`src/include/msg_pkg.sv`:
```
// Message codes, negotiation limits and state encodings shared by both link ends.
package msg_pkg;

	// Message codes carried on the link.
	localparam logic [7:0] MSG_CMD_COMPLETE = 8'h00;
	localparam logic [7:0] MSG_EXTENDED = 8'h01;
	localparam logic [7:0] MSG_SAVE_PTR = 8'h02;
	localparam logic [7:0] MSG_RESTORE_PTR = 8'h03;
	localparam logic [7:0] MSG_DISCONNECT = 8'h04;
	localparam logic [7:0] MSG_INIT_ERROR = 8'h05;
	localparam logic [7:0] MSG_ABORT = 8'h06;
	localparam logic [7:0] MSG_REJECT = 8'h07;
	localparam logic [7:0] MSG_NOP = 8'h08;
	localparam logic [7:0] MSG_PARITY_ERROR = 8'h09;
	localparam logic [7:0] MSG_LINKED_DONE = 8'h0a;
	localparam logic [7:0] MSG_LINKED_FLAG = 8'h0b;
	localparam logic [7:0] MSG_DEVICE_RESET = 8'h0c;
	localparam logic [7:0] MSG_ABORT_TAG = 8'h0d;
	localparam logic [7:0] MSG_CLEAR_QUEUE = 8'h0e;
	localparam logic [7:0] MSG_TAG_SIMPLE = 8'h20;
	localparam logic [7:0] MSG_TAG_HEAD = 8'h21;
	localparam logic [7:0] MSG_TAG_ORDERED = 8'h22;
	localparam int IDENTIFY_BIT = 7;

	// Synchronous transfer request layout.
	localparam logic [7:0] SYNC_LEN = 8'h03;
	localparam logic [7:0] SYNC_CODE = 8'h01;
	localparam logic [2:0] SYNC_BYTES = 3'h5;
	localparam logic [2:0] SYNC_PERIOD_IDX = 3'h3;
	localparam logic [2:0] SYNC_OFFSET_IDX = 3'h4;

	// Period factor limits and offset ceiling.
	localparam logic [7:0] FACTOR_LVD_MIN = 8'h0a;
	localparam logic [7:0] FACTOR_SE_MIN = 8'h0c;
	localparam logic [7:0] FACTOR_MAX = 8'h6a;
	localparam logic [7:0] OFFSET_MAX = 8'h3f;
	localparam int FACTOR_NS = 4;
	localparam int PERIOD_STEP_NS = 25;

	// Reset value of a stored agreement: factor zero, offset zero, asynchronous.
	localparam logic [13:0] AGREE_RESET = 14'h0000;

	typedef enum logic [2:0] {
		T_IDLE = 3'h0,
		T_EXT_LEN = 3'h1,
		T_EXT_CODE = 3'h2,
		T_EXT_PERIOD = 3'h3,
		T_EXT_OFFSET = 3'h4,
		T_TAG = 3'h5,
		T_SEND = 3'h6
	} tgt_state_e;

	typedef enum logic [0:0] {
		I_IDLE = 1'h0,
		I_SEND = 1'h1
	} ini_state_e;

	// Period in ns from a factor, rounded up to the next 25 ns step.
	function automatic logic [10:0] period_ns(input logic [7:0] f);
		logic [10:0] raw;
		raw = 11'(f) * 11'(FACTOR_NS) + 11'(PERIOD_STEP_NS - 1);
		// The fastest low-voltage factor stands for a single 25 ns step, not for four times the factor.
		if (f == FACTOR_LVD_MIN) begin
			raw = 11'(PERIOD_STEP_NS);
		end
		return 11'((raw / 11'(PERIOD_STEP_NS)) * 11'(PERIOD_STEP_NS));
	endfunction

endpackage

```
`src/include/msg_link_if.sv`:
```
// Byte-level message link between the target end and the initiator end.
`timescale 1ns/1ps
interface msg_link_if;
	logic mo_valid;
	logic [7:0] mo_data;
	logic mo_atn;
	logic mo_ready;
	logic mi_valid;
	logic [7:0] mi_data;
	logic mi_ready;
	logic bus_free;
	logic bus_reset;
	logic [3:0] initiator_id;

	modport target (
		input mo_valid, mo_data, mo_atn, mi_ready, bus_reset, initiator_id,
		output mo_ready, mi_valid, mi_data, bus_free
	);

	modport initiator (
		output mo_valid, mo_data, mo_atn, mi_ready, bus_reset, initiator_id,
		input mo_ready, mi_valid, mi_data, bus_free
	);
endinterface

```
`src/hdl/msg_target.sv`:
```
// Target end of the message link: decodes messages, rejects unknown ones, negotiates sync terms.
`timescale 1ns/1ps
module msg_target #(
	parameter int IDS = 16
) (
	input wire logic ref_clk,
	input wire logic reset_n,
	msg_link_if.target lnk,
	input wire logic lvd_mode,
	input wire logic nexus_valid,
	input wire logic tx_req,
	input wire logic [7:0] tx_code,
	input wire logic tx_tag_req,
	input wire logic [7:0] tx_tag,
	output logic tx_taken,
	output logic rx_valid,
	output logic [7:0] rx_code,
	output logic tag_valid,
	output logic [7:0] tag_type,
	output logic [7:0] tag_value,
	output logic device_reset,
	output logic [7:0] agreed_period,
	output logic [7:0] agreed_offset,
	output logic [10:0] agreed_period_ns,
	output logic sync_mode
);

	typedef struct packed {
		msg_pkg::tgt_state_e st;
		logic [7:0] req_period;
		logic [7:0] tag_kind;
		logic [4:0][7:0] txb;
		logic [2:0] cnt;
		logic [2:0] idx;
		logic free_after;
		logic [IDS-1:0][13:0] agree;
		logic mo_ready;
		logic mi_valid;
		logic [7:0] mi_data;
		logic bus_free;
		logic taken;
		logic rx_valid;
		logic [7:0] rx_code;
		logic tag_valid;
		logic [7:0] tag_type;
		logic [7:0] tag_value;
		logic dev_reset;
		logic [7:0] period;
		logic [7:0] offset;
		logic [10:0] period_ns;
		logic sync;
	} tgt_s;

	tgt_s s_r;
	tgt_s s_nxt;
	logic take;
	logic sent;

	assign take = lnk.mo_valid && s_r.mo_ready;
	assign sent = s_r.mi_valid && lnk.mi_ready;

	// Answer factor and asynchronous flag for a requested factor.
	function automatic logic [8:0] map_period(input logic [7:0] m, input logic lvd);
		logic [7:0] floor_f;
		floor_f = lvd ? msg_pkg::FACTOR_LVD_MIN : msg_pkg::FACTOR_SE_MIN;
		if (m < floor_f) begin
			map_period = {floor_f, 1'b1};
		end else if (m == msg_pkg::FACTOR_LVD_MIN) begin
			map_period = {m, 1'b0};
		end else if (m < msg_pkg::FACTOR_SE_MIN) begin
			map_period = {msg_pkg::FACTOR_SE_MIN, 1'b0};
		end else if (m > msg_pkg::FACTOR_MAX) begin
			map_period = {msg_pkg::FACTOR_MAX, 1'b1};
		end else begin
			map_period = {m, 1'b0};
		end
	endfunction

	// True for codes that only ever travel from target to initiator.
	function automatic logic in_only(input logic [7:0] c);
		in_only = (c == msg_pkg::MSG_CMD_COMPLETE) || (c == msg_pkg::MSG_SAVE_PTR) ||
			(c == msg_pkg::MSG_RESTORE_PTR) || (c == msg_pkg::MSG_DISCONNECT) ||
			(c == msg_pkg::MSG_LINKED_DONE) || (c == msg_pkg::MSG_LINKED_FLAG);
	endfunction

	// Next state: inbound decode, negotiation answer, outbound byte pacing.
	always_comb begin
		logic load;
		logic reject;
		logic drop;
		logic [4:0][7:0] lbuf;
		logic [2:0] lcnt;
		logic lfree;
		logic [8:0] ans;
		logic [7:0] off;
		load = 1'b0;
		reject = 1'b0;
		drop = 1'b0;
		lbuf = '0;
		lcnt = 3'h1;
		lfree = 1'b0;
		ans = map_period(s_r.req_period, lvd_mode);
		off = (lnk.mo_data > msg_pkg::OFFSET_MAX) ? msg_pkg::OFFSET_MAX : lnk.mo_data;
		s_nxt = s_r;
		s_nxt.bus_free = 1'b0;
		s_nxt.taken = 1'b0;
		s_nxt.rx_valid = 1'b0;
		s_nxt.tag_valid = 1'b0;
		s_nxt.dev_reset = 1'b0;
		unique case (s_r.st)
			msg_pkg::T_IDLE: begin
				if (take) begin
					if (lnk.mo_data == msg_pkg::MSG_EXTENDED) begin
						s_nxt.st = msg_pkg::T_EXT_LEN;
						drop = !lnk.mo_atn;
					end else if (lnk.mo_data == msg_pkg::MSG_TAG_SIMPLE || lnk.mo_data == msg_pkg::MSG_TAG_HEAD ||
						lnk.mo_data == msg_pkg::MSG_TAG_ORDERED) begin
						s_nxt.st = msg_pkg::T_TAG;
						s_nxt.tag_kind = lnk.mo_data;
					end else if (lnk.mo_data == msg_pkg::MSG_DEVICE_RESET) begin
						s_nxt.agree = {IDS{msg_pkg::AGREE_RESET}};
						s_nxt.dev_reset = 1'b1;
						s_nxt.bus_free = 1'b1;
					end else if (lnk.mo_data[msg_pkg::IDENTIFY_BIT] || (lnk.mo_data >= msg_pkg::MSG_INIT_ERROR &&
						lnk.mo_data <= msg_pkg::MSG_CLEAR_QUEUE && !in_only(lnk.mo_data))) begin
						s_nxt.rx_valid = 1'b1;
						s_nxt.rx_code = lnk.mo_data;
					end else begin
						reject = 1'b1;
					end
				end else if (tx_tag_req) begin
					load = 1'b1;
					s_nxt.taken = 1'b1;
					lbuf = {24'h000000, tx_tag, msg_pkg::MSG_TAG_SIMPLE};
					lcnt = 3'h2;
				end else if (tx_req && in_only(tx_code)) begin
					load = 1'b1;
					s_nxt.taken = 1'b1;
					lbuf = {32'h00000000, tx_code};
					lfree = (tx_code == msg_pkg::MSG_CMD_COMPLETE);
				end
			end
			msg_pkg::T_EXT_LEN: begin
				if (take) begin
					s_nxt.st = msg_pkg::T_EXT_CODE;
					reject = (lnk.mo_data != msg_pkg::SYNC_LEN);
					drop = !reject && !lnk.mo_atn;
				end
			end
			msg_pkg::T_EXT_CODE: begin
				if (take) begin
					s_nxt.st = msg_pkg::T_EXT_PERIOD;
					reject = (lnk.mo_data != msg_pkg::SYNC_CODE);
					drop = !reject && !lnk.mo_atn;
				end
			end
			msg_pkg::T_EXT_PERIOD: begin
				if (take) begin
					s_nxt.st = msg_pkg::T_EXT_OFFSET;
					s_nxt.req_period = lnk.mo_data;
					drop = !lnk.mo_atn;
				end
			end
			msg_pkg::T_EXT_OFFSET: begin
				if (take) begin
					if (ans[0]) begin
						off = 8'h00;
					end
					s_nxt.agree[lnk.initiator_id] = {ans[8:1], off[5:0]};
					load = 1'b1;
					lbuf = {off, ans[8:1], msg_pkg::SYNC_CODE, msg_pkg::SYNC_LEN, msg_pkg::MSG_EXTENDED};
					lcnt = msg_pkg::SYNC_BYTES;
				end
			end
			msg_pkg::T_TAG: begin
				if (take) begin
					s_nxt.st = msg_pkg::T_IDLE;
					s_nxt.tag_valid = 1'b1;
					s_nxt.tag_type = s_r.tag_kind;
					s_nxt.tag_value = lnk.mo_data;
				end
			end
			msg_pkg::T_SEND: begin
				if (sent) begin
					if (s_r.idx + 3'h1 == s_r.cnt) begin
						s_nxt.st = msg_pkg::T_IDLE;
						s_nxt.mi_valid = 1'b0;
						s_nxt.mo_ready = 1'b1;
						s_nxt.bus_free = s_r.free_after;
					end else begin
						s_nxt.idx = s_r.idx + 3'h1;
						s_nxt.mi_data = s_r.txb[s_r.idx + 3'h1];
					end
				end
			end
			default: begin
				s_nxt.st = msg_pkg::T_IDLE;
			end
		endcase
		// A reject answers alone; bus free follows only when no nexus exists.
		if (reject) begin
			load = 1'b1;
			lbuf = {32'h00000000, msg_pkg::MSG_REJECT};
			lcnt = 3'h1;
			lfree = !nexus_valid;
		end
		if (drop) begin
			s_nxt.st = msg_pkg::T_IDLE;
			s_nxt.bus_free = 1'b1;
		end else if (load) begin
			s_nxt.st = msg_pkg::T_SEND;
			s_nxt.txb = lbuf;
			s_nxt.cnt = lcnt;
			s_nxt.idx = 3'h0;
			s_nxt.free_after = lfree;
			s_nxt.mi_valid = 1'b1;
			s_nxt.mi_data = lbuf[0];
			s_nxt.mo_ready = 1'b0;
		end
		// A bus hard reset drops everything back to asynchronous.
		if (lnk.bus_reset) begin
			s_nxt = '0;
			s_nxt.mo_ready = 1'b1;
		end
		s_nxt.period = s_r.agree[lnk.initiator_id][13:6];
		s_nxt.offset = {2'b00, s_r.agree[lnk.initiator_id][5:0]};
		s_nxt.sync = (s_r.agree[lnk.initiator_id][5:0] != 6'h00);
		s_nxt.period_ns = msg_pkg::period_ns(s_nxt.period);
	end

	// State register; power-on reset clears every agreement.
	always_ff @(posedge ref_clk) begin
		if (!reset_n) begin
			s_r <= '0;
			s_r.mo_ready <= 1'b1;
		end else begin
			s_r <= s_nxt;
		end
	end

	assign lnk.mo_ready = s_r.mo_ready;
	assign lnk.mi_valid = s_r.mi_valid;
	assign lnk.mi_data = s_r.mi_data;
	assign lnk.bus_free = s_r.bus_free;
	assign tx_taken = s_r.taken;
	assign rx_valid = s_r.rx_valid;
	assign rx_code = s_r.rx_code;
	assign tag_valid = s_r.tag_valid;
	assign tag_type = s_r.tag_type;
	assign tag_value = s_r.tag_value;
	assign device_reset = s_r.dev_reset;
	assign agreed_period = s_r.period;
	assign agreed_offset = s_r.offset;
	assign agreed_period_ns = s_r.period_ns;
	assign sync_mode = s_r.sync;

endmodule

```
`src/flat_wrapper.sv`:
```
// flat-port wrapper written by rule: the top's interface ports become plain ports
module msg_target_flat 
#(
	parameter int IDS = 16
)
  (ref_clk, reset_n, lvd_mode, nexus_valid, tx_req, tx_code, tx_tag_req, tx_tag, tx_taken, rx_valid, rx_code, tag_valid, tag_type, tag_value, device_reset, agreed_period, agreed_offset, agreed_period_ns, sync_mode, lnk_mo_valid, lnk_mo_data, lnk_mo_atn, lnk_mi_ready, lnk_bus_reset, lnk_initiator_id, lnk_mo_ready, lnk_mi_valid, lnk_mi_data, lnk_bus_free);
  msg_link_if lnk_i ();
  input wire logic ref_clk;
  input wire logic reset_n;
  input wire logic lvd_mode;
  input wire logic nexus_valid;
  input wire logic tx_req;
  input wire logic [7:0] tx_code;
  input wire logic tx_tag_req;
  input wire logic [7:0] tx_tag;
  output logic tx_taken;
  output logic rx_valid;
  output logic [7:0] rx_code;
  output logic tag_valid;
  output logic [7:0] tag_type;
  output logic [7:0] tag_value;
  output logic device_reset;
  output logic [7:0] agreed_period;
  output logic [7:0] agreed_offset;
  output logic [10:0] agreed_period_ns;
  output logic sync_mode;
  input wire logic [$bits(lnk_i.mo_valid)-1:0] lnk_mo_valid;
  input wire logic [$bits(lnk_i.mo_data)-1:0] lnk_mo_data;
  input wire logic [$bits(lnk_i.mo_atn)-1:0] lnk_mo_atn;
  input wire logic [$bits(lnk_i.mi_ready)-1:0] lnk_mi_ready;
  input wire logic [$bits(lnk_i.bus_reset)-1:0] lnk_bus_reset;
  input wire logic [$bits(lnk_i.initiator_id)-1:0] lnk_initiator_id;
  output wire logic [$bits(lnk_i.mo_ready)-1:0] lnk_mo_ready;
  output wire logic [$bits(lnk_i.mi_valid)-1:0] lnk_mi_valid;
  output wire logic [$bits(lnk_i.mi_data)-1:0] lnk_mi_data;
  output wire logic [$bits(lnk_i.bus_free)-1:0] lnk_bus_free;
  assign lnk_i.mo_valid = lnk_mo_valid;
  assign lnk_i.mo_data = lnk_mo_data;
  assign lnk_i.mo_atn = lnk_mo_atn;
  assign lnk_i.mi_ready = lnk_mi_ready;
  assign lnk_i.bus_reset = lnk_bus_reset;
  assign lnk_i.initiator_id = lnk_initiator_id;
  assign lnk_mo_ready = lnk_i.mo_ready;
  assign lnk_mi_valid = lnk_i.mi_valid;
  assign lnk_mi_data = lnk_i.mi_data;
  assign lnk_bus_free = lnk_i.bus_free;
  msg_target #(.IDS(IDS)) u_core (.ref_clk(ref_clk), .reset_n(reset_n), .lnk(lnk_i), .lvd_mode(lvd_mode), .nexus_valid(nexus_valid), .tx_req(tx_req), .tx_code(tx_code), .tx_tag_req(tx_tag_req), .tx_tag(tx_tag), .tx_taken(tx_taken), .rx_valid(rx_valid), .rx_code(rx_code), .tag_valid(tag_valid), .tag_type(tag_type), .tag_value(tag_value), .device_reset(device_reset), .agreed_period(agreed_period), .agreed_offset(agreed_offset), .agreed_period_ns(agreed_period_ns), .sync_mode(sync_mode));
endmodule
```
`config.mk`:
```
export PLATFORM = sky130hd
export DESIGN_NAME = msg_target_flat
export DESIGN_NICKNAME = d
export VERILOG_FILES = /design/src/include/msg_pkg.sv /design/src/include/msg_link_if.sv /design/src/hdl/msg_target.sv /design/src/flat_wrapper.sv
export SDC_FILE = /design/constraint.sdc
export NUM_CORES = 1
export LEC_CHECK = 0
export BUFFER_PORTS_ARGS = -buffer_cell sky130_fd_sc_hd__buf_4
export CORE_ASPECT_RATIO = 0.6
export CORE_UTILIZATION = 60
export DETAILED_ROUTE_END_ITERATION = 7
export PLACE_DENSITY = 0.78
export SLEW_MARGIN = 20
export SYNTH_ARGS = -nofsm -noshare
export SYNTH_HDL_FRONTEND = slang
export SYNTH_SLANG_ARGS = --single-unit
```
`constraint.sdc`:
```
create_clock -name ref_clk -period 14.1 [get_ports ref_clk]
set_clock_uncertainty 0.15 [all_clocks]
set_input_delay 0.705 -clock ref_clk [delete_from_list [all_inputs] [get_ports ref_clk]]
set_output_delay 0.705 -clock ref_clk [all_outputs]
set_load 0.03 [all_outputs]
```
* Word level (Yosys, flattened, before mapping)
Cells that the tools add are included.
Word-level totals: input port bits 38, register bits 357
Operators by class: reduce and logical (&&, ||, !) cells 45, bitwise gates (word level) 9, add/subtract/negate cells 2, div/mod/pow operators 1, multipliers 1, eq/ne operators 47, muxes and demuxes 90, $lt $le $gt $ge 9
Operators with widths (number):
- $mux W224 | 5
- $pmux W224 S2 | 1
- $bwmux W224 | 1
- $mux W40 | 4
- $mux W47 | 2
- $pmux W40 S2 | 1
- $bmux W14 S4 | 1
- $demux W14 S4 | 1
- $eq A8 B4 Y1 const B | 7
- $mux W8 | 7
- $mux W3 | 16
- $mux W9 | 5
- $mux W11 | 3
- $eq A8 B2 Y1 const B | 4
- $mux W10 | 3
- $mux W1 | 28
- $mux W14 | 2
- $bmux W8 S3 | 1
- $eq A8 B6 Y1 const B | 3
- $ne A3 B1 Y1 const B | 8
- $pmux W3 S7 | 1
- $ne A2 B1 Y1 const B | 10
- $reduce_and A9 Y1 | 2
- $mux W17 | 1
- other kinds (43) | 87

* Logic depth before layout (Yosys ltp)
Gate-level depths: netlist of run 1.
depth in word-level cells 18, depth in mapped cells 45

* Least setup slack after synthesis of run 1
No wires, ideal clock.
kind in2reg, start input lnk_initiator_id[1], end register u_core.s_r, in the netlist u_core.agreed_period_ns[10], library setup time 0.115 ns, arrival 9.150 ns, cell stages on the path 41, path slack 4.685 ns, buffers on the path 3, path through buf_2 buf_4 buf_4 mux4_2 nand2_1 nand4_1 inv_1 ha_1 inv_1 nor3b_1 or4_1 nor4b_2 or4_1 a21oi_1 o31a_1 o21ai_2 inv_2 ha_1 [5 not listed] xnor2_1 a41oi_1 ha_1 nor2b_1 o21ai_0 o2111ai_1 nand2_1 ha_1 ha_1 fa_1 ha_1 nor2b_1 o21ai_0 nand2b_1 a21o_1 a21oi_1 xnor2_1 and2_1
On the way: word-level cells in the longest chain between the ends 6
Ends and longest elaborated chain:
- from (decl) | line flat_wrapper.sv:32 | input wire logic [$bits(lnk_i.initiator_id)-1:0] lnk_initiator_id;
- $bmux W14 S4 * | line msg_target.sv:225 | s_nxt.period = s_r.agree[lnk.initiator_id][13:6];
- $mux W14 (implied by the code) * | line msg_target.sv:225
- $add A10 B5 Y11 or $eq A8 B4 Y1 (tied branches) | line msg_pkg.sv:61, msg_pkg.sv:63
- $mux W11 * | line msg_pkg.sv:63 | if (f == FACTOR_LVD_MIN) begin
- $div A11 B5 Y11 * | line msg_pkg.sv:66 | return 11'((raw / 11'(PERIOD_STEP_NS)) * 11'(PERIOD_STEP_NS));
- $mul A11 B5 Y11 * | line msg_pkg.sv:66
- to (signal assigned) | line msg_target.sv:237 | s_r <= s_nxt;
- to (decl) | line msg_target.sv:54 | tgt_s s_r;
Every way passes the cells marked *; elsewhere a longest branch is shown, timed or not. The select of a mux whose other input is x is not followed. A chain may end at the register's enable or synchronous reset.

* Final worst setup path of run 1
Same ends and word-level chain as after synthesis.

==> metrics, run 1 <==
status finished clean; PwrDens 115 mW/mm^2; Critical Path End Type register; Met3 Wirelength 5860 um; DR top layer met5; Post-DP HPWL 30700 um; Worst Path Arrival 10.91 ns; routed wire length 45600 um; Hold Crit Depth 2; vias in the first global route 12253; Num CTS Buffers 30; area growth from synthesis to layout 9.79%; IO Pins 105; initial antenna violation count 1; Inst Count DP 2007; CP max FO 53; slowest CP cell buf_4; DRC violations left 0; worst path required time 14.42 ns; number of library cell types mapped by synthesis 84; unrepaired setup endpoints after global routing no; Root Buffer clkbuf_16; fin cells 2064; Setup CP Type primary input to register; # clock sinks 347; ys flop type dfxtp_1; GRT overflow 0; met1 WL 20500 um; Clk pin slew, worst setup/hold paths 0.07 ns; Post-CTS Resized 0; Slew @ Worst Pin 1.18 ns; Worst slew margin 21.2%; Critical Path Most Common Cell ha_1; DP Area 0.0166 mm^2; hold_buf cts 0; TritonCTS clock tree done; Post-Synthesis Cells 1714; Hold WC Path Type primary input to register; Peak Freq 0.0944 GHz; IO buf count 102; clock tree buffer depth 3; antenna fix cells 0; Final nets 1750; Max H-tree Level 1; flop-to-flop setup slack 4.31 ns; CP max stage delay 0.66 ns; Hold Vio Cnt, Final 0; share of cells above drive strength 1 16.6%; first drt pass iteration count 8; antenna viol nets, final 0; #FFs+latches synth 347; placer's final routability congestion estimate 0.911; number of synthesized flops with an enable pin 0; row count 46; post-route setup TNS 0 ns; Starting Density 61.0%; Clk Latency, worst-skew pair 0.57 ns; Design Power 0.00203 W; endpoints failing setup 0; final slew viol count 0; max cap viols 0; async set-reset flop share out of synthesis 0%; path depth of the worst reg2reg path 40; global-route wire length before repair 70300 um; startpoint type of the worst setup path primary input; Post-Place Worst Slack 3.15 ns; post-route cell area 0.0177 mm^2; peak supply drop 0.135 mV; GRT Total Usage 32.8%; LEAKAGE 6.66 nW; Final Cycle Share 75.1%; Setup Fix Bufs, Post-CTS 0; min cycle time layout 10.59 ns; Via density 6.59; core outline area 0.0264 mm^2; Die Wd 214 um; largest net degree at the start of global routing 113; Synth Cell Area 0.0161 mm^2; syn avg cell area 9.41 um^2; vias after detailed routing 13609; Die Y 129 um; die area 0.0276 mm^2; Seq/Total Area, Yosys 43.1%; post-DR wirelength/cell 22.1 um; met2 WL post-DR 18300 um; Final WS setup 3.51 ns; Iteration-0 DRC Markers 1799; Synth Warn # 0
[per-stage QoR]
stage | hold WS [ns] | util, %
global route | 0.205 | 67.0
global placement | 0.282 | 62.7
CTS | 0.186 | 66.9
floorplan | 0.268 | -
detailed placement | 0.290 | 62.7
finish | 0.195 | 67.0
[area by class of cell]
class	count	area, um^2
inverters	22	82.6
well taps	360	450
multi-input cells	1145	8100
repair buffers	134	1020
flip-flops and latches	347	6950
fillers	2041	8720
clock inverters	19	259
clock buffers	37	848
[layer usage]
metal | vias up | track usage, %
met1 | 6640 | 50.7
met5 | - | 0
met3 | 83 | 9.67
li1 | 6078 | -
met4 | 2 | 7.31
met2 | 806 | 44.2
[final timing paths]
| check | startpoint | to |
|---|---|---|
| worst min-delay path | tx_tag[6] | u_core.s_r[312] |
| worst max-delay path | lnk_initiator_id[1] | u_core.agreed_period_ns[10] |
| worst max register to register | u_core.s_r[74] | u_core.agreed_period_ns[10] |
| worst min register to register | u_core.s_r[299] | u_core.s_r[299] |
[synthesized netlist by cell type, types with 9 or more instances]
cell type | instances | share of area (%)
and3_1 | 23 | 0.89
mux2i_1 | 38 | 2.4
dfxtp_1 | 347 | 43
nor2b_1 | 16 | 0.62
nand2b_1 | 11 | 0.43
a21oi_1 | 39 | 1.2
xnor2_1 | 15 | 0.81
inv_1 | 20 | 0.47
and2_1 | 37 | 1.4
o211ai_1 | 9 | 0.42
nand2_1 | 82 | 1.9
clkbuf_1 | 123 | 2.9
o21ai_0 | 44 | 1.4
a22o_1 | 19 | 1.0
nor3_1 | 19 | 0.59
ha_1 | 30 | 2.3
buf_4 | 61 | 2.8
a22oi_1 | 215 | 10
o21a_1 | 10 | 0.47
nor2_1 | 315 | 7.3
nand3_1 | 12 | 0.37
buf_1 | 10 | 0.23
mux4_2 | 61 | 8.5
a21o_1 | 13 | 0.61
[cell families after synthesis]
kind of cell	Yosys count	share of synthesized area, %
other cells	1	0.0233
flops	347	43.1
xor+xnor	20	1.09
fa+ha+maj	32	2.58
buf+inv	223	6.89
simple gates	565	15.9
mux	102	11.3
compound gates	424	19.2
[flip-flops by register name, indices dropped and copies added, names as in the netlist, 6 cells and up]
| signal | count |
|---|---|
| u_core.agreed_period_ns | 11 |
| u_core.s_r | 282 |
| u_core.lnk.mi_data | 8 |
| u_core.rx_code | 8 |
| u_core.tag_type | 8 |
| u_core.tag_value | 8 |
| u_core.agreed_offset | 6 |
| u_core.agreed_period | 8 |
[worst max-delay path: cells and delay by family]
kind | cells | cell delay, ns
simple gates | 12 | 2.54
xor+xnor | 2 | 0.18
fa+ha+maj | 7 | 1.89
compound gates | 14 | 3.41
buf+inv | 6 | 1.51
mux | 1 | 0.60
[where the power goes]
group	total, W	switching (W)	internal (W)
combinational	0.000115	0.0000806	0.0000347
clock	0.000926	0.000388	0.000538
sequential	0.000988	0.00000436	0.000984
total	0.00203	0.000473	0.00156
[layout by cell type (no fill, tap or decap), types with 10 or more instances in the layout]
cell type / n
dfxtp_1: 347
nor2_1: 313
a22oi_1: 215
buf_4: 133
nand2_1: 82
mux4_2: 61
o21ai_0: 44
a21oi_1: 39
mux2i_1: 38
and2_1: 37
clkbuf_16: 31
ha_1: 30
and3_1: 23
inv_1: 20
a22o_1: 19
nor3_1: 17
nor2b_1: 16
xnor2_1: 15
a21o_1: 13
nand3_1: 12
o21a_1: 10
nand2b_1: 10
Note: power is estimated with default switching activity, not from simulation.
==> inputs of run 2 (changes only) <==
clock period = 10.2 ns   (was 14.1 ns; I/O delays follow)
==> run 2 against run 1 <==
  * Clock power increased by 33%
  * Via count increased by 0.12%
  * Setup slack got worse by 2.7 ns
  * Sequential power increased by 39%
  * Combinational power increased by 43%
  * Wire length increased by 2.4%
  * Sequential cell count unchanged
  * Count of clock-buffer cells in the layout unchanged
  * Critical path type unchanged
  * Largest cell class unchanged
  * Highest routed layer is now met4
==> metrics, run 2 (synthesized netlist as in run 1, its figures left out) <==
unrepaired setup endpoints after global routing no; # clock sinks 347 (unchanged); utilization after layout 67.5% (+0.50 points); PwrDens 155 mW/mm^2 (+35%); post-DR wirelength/cell 22.4 um (+1.5%); worst path required time 10.53 ns (-3.89 ns); area growth from synthesis to layout 10.6%; most frequent cells in the layout dfxtp_1 (347), nor2_1 (306), a22oi_1 (215); final slew viol count 0 (unchanged); min cycle time layout 9.39 ns; IO Pins 105 (unchanged); clock tree buffer depth 3 (unchanged); Setup Fix Bufs, Post-CTS 0 (unchanged); Hold Vio Cnt, Final 0 (unchanged); max cap viols 0 (unchanged); sequential share of power 49.5% (+0.8 points); largest net degree at the start of global routing 81 (-28%); Die Wd 214 um (unchanged); Iteration-0 DRC Markers 1785 (-0.78%); Final nets 1768 (+1.0%); Slew @ Worst Pin 1.12 ns (-0.0551 ns); share of cells above drive strength 1 17.7% (+1.1 points); Via density 6.54 (-0.80%); Post-Place Worst Slack 0.209 ns (-2.94 ns); hold slack final 0.00428 ns (-0.191 ns); max reg flops 282 (unchanged); Worst Path Arrival 9.72 ns (-1.19 ns); core outline area 0.0264 mm^2 (unchanged); Num CTS Buffers 30 (unchanged); Filler Cells Inserted 2066 (+1.2%); CP max FO 30 (-43%); LEAKAGE 6.72 nW (+0.89%); Critical Path Most Common Cell ha_1; Critical Path End Type register; CP max stage delay 0.67 ns (about the same); Pint 0.00210 W (+35%); vias after detailed routing 13625 (+0.12%); Die Y 129 um (unchanged); switching share of power 23.8% (+0.52 points); Comb power frac 5.9% (+0.2 points); Clk Latency, worst-skew pair 0.58 ns (about the same); TritonCTS clock tree done; die area 0.0276 mm^2 (unchanged); Hold WC Path Type primary input to register; GRT overflow 0 (unchanged); global-route wire length before repair 71800 um (+2.1%); row count 46 (unchanged); endpoints failing setup 0 (unchanged); antenna viol nets, final 0 (unchanged); Design Power 0.00276 W (+36%); Final Cycle Share 92.1%; placer's final routability congestion estimate 0.924 (+1.4%); Biggest register u_core.s_r; startpoint type of the worst setup path primary input; leading cell type in the layout, fill and taps excluded dfxtp_1; Post-DP HPWL 31500 um (+2.9%); GRT Total Usage 33.9% (+1.1 points); Buf+Inv Stages, Crit Path 4 (-2); switching pwr 0.000657 W (+39%); Setup CP Type primary input to register; initial antenna violation count 1 (unchanged); Clk pin slew, worst setup/hold paths 0.07 ns (about the same); critical path's top delay family simple AND/OR/NAND/NOR gates; vias in the first global route 12472 (+1.8%); Starting Density 61.0% (unchanged); routed wire length 46700 um (+2.4%); slowest CP cell a211oi_1; Final WS setup 0.810 ns (-2.70 ns); Root Buffer clkbuf_16; DRC violations left 0 (unchanged); IO buf count 102 (unchanged); first drt pass iteration count 6 (-2); Clk pwr share 44.5% (-1.1 points); Worst slew margin 25.1% (+3.9 points); flop-to-flop setup slack 1.00 ns (-3.31 ns); status finished clean; Max H-tree Level 1 (unchanged); peak supply drop 0.134 mV (-0.66%); post-route setup TNS 0 ns (unchanged); Peak Freq 0.106 GHz
-- run 2: cell types whose count changed in the layout (fill, tap and decap cells not counted), moves of 3 or more --
cell / previous run / this run
clkinv_2: 9 / 5
nor2_1: 313 / 306
dlygate4sd3_1: 0 / 3
clkinvlp_4: 1 / 4
buf_4: 133 / 147
nor2_2: 1 / 9
-- run 2: through the flow --
step / instance area, um^2 / instances
after global routing: 17800 / 2082
after floorplan: 16100 / 1715
after global placement: 16700 / 2023
after detailed placement: 16700 / 2023
final: 17800 / 2083
after CTS: 17800 / 2082
-- run 2: final cells by class --
cell class                 count  area [um^2]  area share [%]
clock buffer                  37          838            4.70
sequential                   347         6950            39.0
clock inverter                19          228            1.28
inverter                      22         82.6           0.463
multi-input combinational   1145         8110            45.5
tap                          360          450            2.53
timing repair buffer         152         1170            6.58
antenna                        1         2.50          0.0140
-- run 2: routing by layer --
metal,vias to the layer above,wire length [um],global-route usage [%]
met5,-,0,0
met3,84,6270,10.9
li1,6103,-,-
met2,814,18900,46.5
met4,0,1010,8.24
met1,6624,20500,50.9
-- run 2: worst paths after layout --
path / start / end / cells past startpoint
setup / recovery: lnk_initiator_id[0] / u_core.agreed_period_ns[10] / 40
hold / removal: tx_tag[3] / u_core.s_r[309] / 2
setup reg to reg: u_core.s_r[75] / u_core.agreed_period_ns[10] / 39
hold reg to reg: u_core.s_r[298] / u_core.s_r[298] / 2
-- run 2: power by group through the flow --
stage / combinational (W) / sequential [W] / clock, W
after floorplan: 0.000105 / 0.00140 / 0
after global placement: 0.000155 / 0.00140 / 0
after detailed placement: 0.000158 / 0.00140 / 0
after CTS: 0.000160 / 0.00137 / 0.00123
after global routing: 0.000174 / 0.00137 / 0.00129
final: 0.000164 / 0.00137 / 0.00123
-- run 2: timing repair --
| action | in CTS | in global routing |
|---|---|---|
| endpoints found under the setup margin | 0 | 1 |
| endpoints found under the hold margin | 3 | 0 |
| hold buffers | 3 | 0 |
| gates resized for setup | 0 | 1 |
==> inputs of run 3 (changes only) <==
CELL_PAD_IN_SITES_DETAIL_PLACEMENT = 1   (was not set)
CELL_PAD_IN_SITES_GLOBAL_PLACEMENT = 1   (was not set)
CORE_UTILIZATION = 47   (was 60)
==> run 3 against run 2 <==
  * Wire length up 17%
  * Utilization down 13 points
  * Critical path depth unchanged
  * Setup slack worse by 0.19 ns
  * Power up 8.8%
  * Via count up 2.4%
  * Die area up 27%
  * Clock power up 20%
  * Sequential cell count unchanged
  * Final cell count up 5.3%
==> metrics, run 3 (synthesized netlist as in run 1, its figures left out) <==
Pint 0.00231 W (+9.8%); Setup CP Type primary input to register; min cycle time layout 9.58 ns (+0.190 ns); final slew viol count 0 (unchanged); placer's final routability congestion estimate 0.876 (-5.2%); switching share of power 23.1% (-0.70 points); hold slack final 0.0499 ns (+0.0457 ns); Post-CTS Resized 0 (unchanged); die area 0.0351 mm^2 (+27%); peak supply drop 0.108 mV (-20%); Root Buffer clkbuf_16; Die Y 145 um (+13%); Max H-tree Level 2 (+1); flop-to-flop setup slack 0.91 ns (-0.09 ns); first drt pass iteration count 5 (-1); vias after detailed routing 13955 (+2.4%); TritonCTS clock tree done; worst path required time 10.47 ns (-0.06 ns); status finished clean; post-route setup TNS 0 ns (unchanged); initial antenna violation count 2 (+1); share of cells above drive strength 1 17.9% (+0.16 points); Die Wd 241 um (+13%); unrepaired setup endpoints after global routing no; GRT overflow 0 (unchanged); vias in the first global route 13937 (+12%); slowest CP cell a211oi_1; Clk pin slew, worst setup/hold paths 0.07 ns (about the same); Peak Freq 0.104 GHz (-2.0%); Clk Latency, worst-skew pair 0.54 ns (-0.04 ns); IO Pins 105 (unchanged); core outline area 0.0337 mm^2 (+28%); Hold Vio Cnt, Final 0 (unchanged); CP max FO 30 (unchanged); Iteration-0 DRC Markers 1500 (-16%); Filler Cells Inserted 3809 (+84%); IO buf count 102 (unchanged); antenna viol nets, final 0 (unchanged); area growth from synthesis to layout 12.9%; Slew @ Worst Pin 1.31 ns (+0.187 ns); Critical Path End Type register; endpoints failing setup 0 (unchanged); Worst slew margin 12.7% (-12 points); max cap viols 0 (unchanged); global-route wire length before repair 83400 um (+16%); GRT Total Usage 30.9% (-3.0 points); Hold WC Path Type primary input to register; Clk pwr share 48.9% (+4.4 points); Setup Fix Bufs, Post-CTS 0 (unchanged); Starting Density 47.8% (-13 points); row count 52 (+13%); Final Cycle Share 93.9% (+1.9 points); Comb power frac 5.6% (-0.3 points); PwrDens 165 mW/mm^2 (+6.6%); max reg flops 282 (unchanged); startpoint type of the worst setup path primary input; Num CTS Buffers 35 (+17%); DRC violations left 0 (unchanged); hold_buf cts 0 (-3); most frequent cells in the layout dfxtp_1 (347), nor2_1 (311), a22oi_1 (215); # clock sinks 347 (unchanged); LEAKAGE 6.87 nW (+2.3%); leading cell type in the layout, fill and taps excluded dfxtp_1; clock tree buffer depth 3 (unchanged); antenna fix cells 0 (-1); switching pwr 0.000694 W (+5.6%); CP max stage delay 0.68 ns (about the same); sequential share of power 45.5% (-4.0 points); Via density 6.36 (-2.8%); Biggest register u_core.s_r; utilization after layout 54.0% (-13 points); Final nets 1780 (+0.68%); Design Power 0.00300 W (+8.8%); largest net degree at the start of global routing 230 (+180%); Post-DP HPWL 36300 um (+15%); routed wire length 54500 um (+17%); Critical Path Most Common Cell ha_1; Worst Path Arrival 9.85 ns (+0.13 ns); post-DR wirelength/cell 24.8 um (+11%)
==> run 3: cell types whose count changed in the layout (fill, tap and decap cells not counted), moves of 3 or more <==
cell           before  now
buf_4             147  157
clkbuf_16          31   37
clkbuf_1            2    7
nor2_1            306  311
nor2_2              9    4
bufinv_16           4    8
clkinvlp_4          4    0
clkinv_4            4    1
dlygate4sd3_1       3    0
==> run 3: area by class of cell <==
class                   count  area (um^2)  area share (%)
multi-input cells        1145         8100            44.5
flip-flops and latches    347         6950            38.2
repair buffers            159         1220            6.70
clock buffers              48         1010            5.53
well taps                 459          574            3.16
clock inverters            14          278            1.53
inverters                  22         82.6           0.454
==> run 3: power groups by stage <==
stage          Clock, W  Combinational, W  Sequential [W]
2_1_floorplan         0          0.000105         0.00140
3_3_place_gp          0          0.000161         0.00140
3_5_place_dp          0          0.000164         0.00140
4_1_cts         0.00148          0.000165         0.00137
5_1_grt         0.00153          0.000178         0.00137
6_report        0.00147          0.000169         0.00137
==> run 3: path summary, 6_finish.rpt <==
check / start / endpoint / depth (start not counted)
setup reg to reg: u_core.s_r[117] / u_core.agreed_period_ns[10] / 39
hold / removal: tx_tag[4] / u_core.s_r[310] / 2
setup / recovery: lnk_initiator_id[0] / u_core.agreed_period_ns[10] / 40
hold reg to reg: u_core.s_r[303] / u_core.s_r[303] / 1
==> run 3: through the flow <==
step,instances,cell area [um^2],setup WS [ns]
2_1_floorplan,1715,16100,0.980
3_3_place_gp,2132,16900,0.622
3_5_place_dp,2132,16900,0.259
4_1_cts,2194,18200,0.760
5_1_grt,2194,18200,0.0207
6_report,2194,18200,0.620
==> run 3: critical path, delay by kind of cell <==
kind,cells,cell delay [ns]
AO/OA/AOI/OAI,12,2.41
XOR/XNOR,1,0.13
adder cells (fa/ha/maj),7,1.95
buffers and inverters,5,1.09
multiplexers,1,0.61
AND/OR/NAND/NOR,14,3.12
==> run 3: routing by layer <==
metal | share of wire [%] | up-vias | GRT usage (%) | wire length (um)
met2 | 41 | 693 | 43.1 | 22400
met1 | 45 | 7038 | 45.7 | 24800
met4 | 1.9 | 2 | 7.41 | 1050
met3 | 12 | 100 | 10.1 | 6280
met5 | 0.024 | - | 0.689 | 13
li1 | - | 6122 | - | -
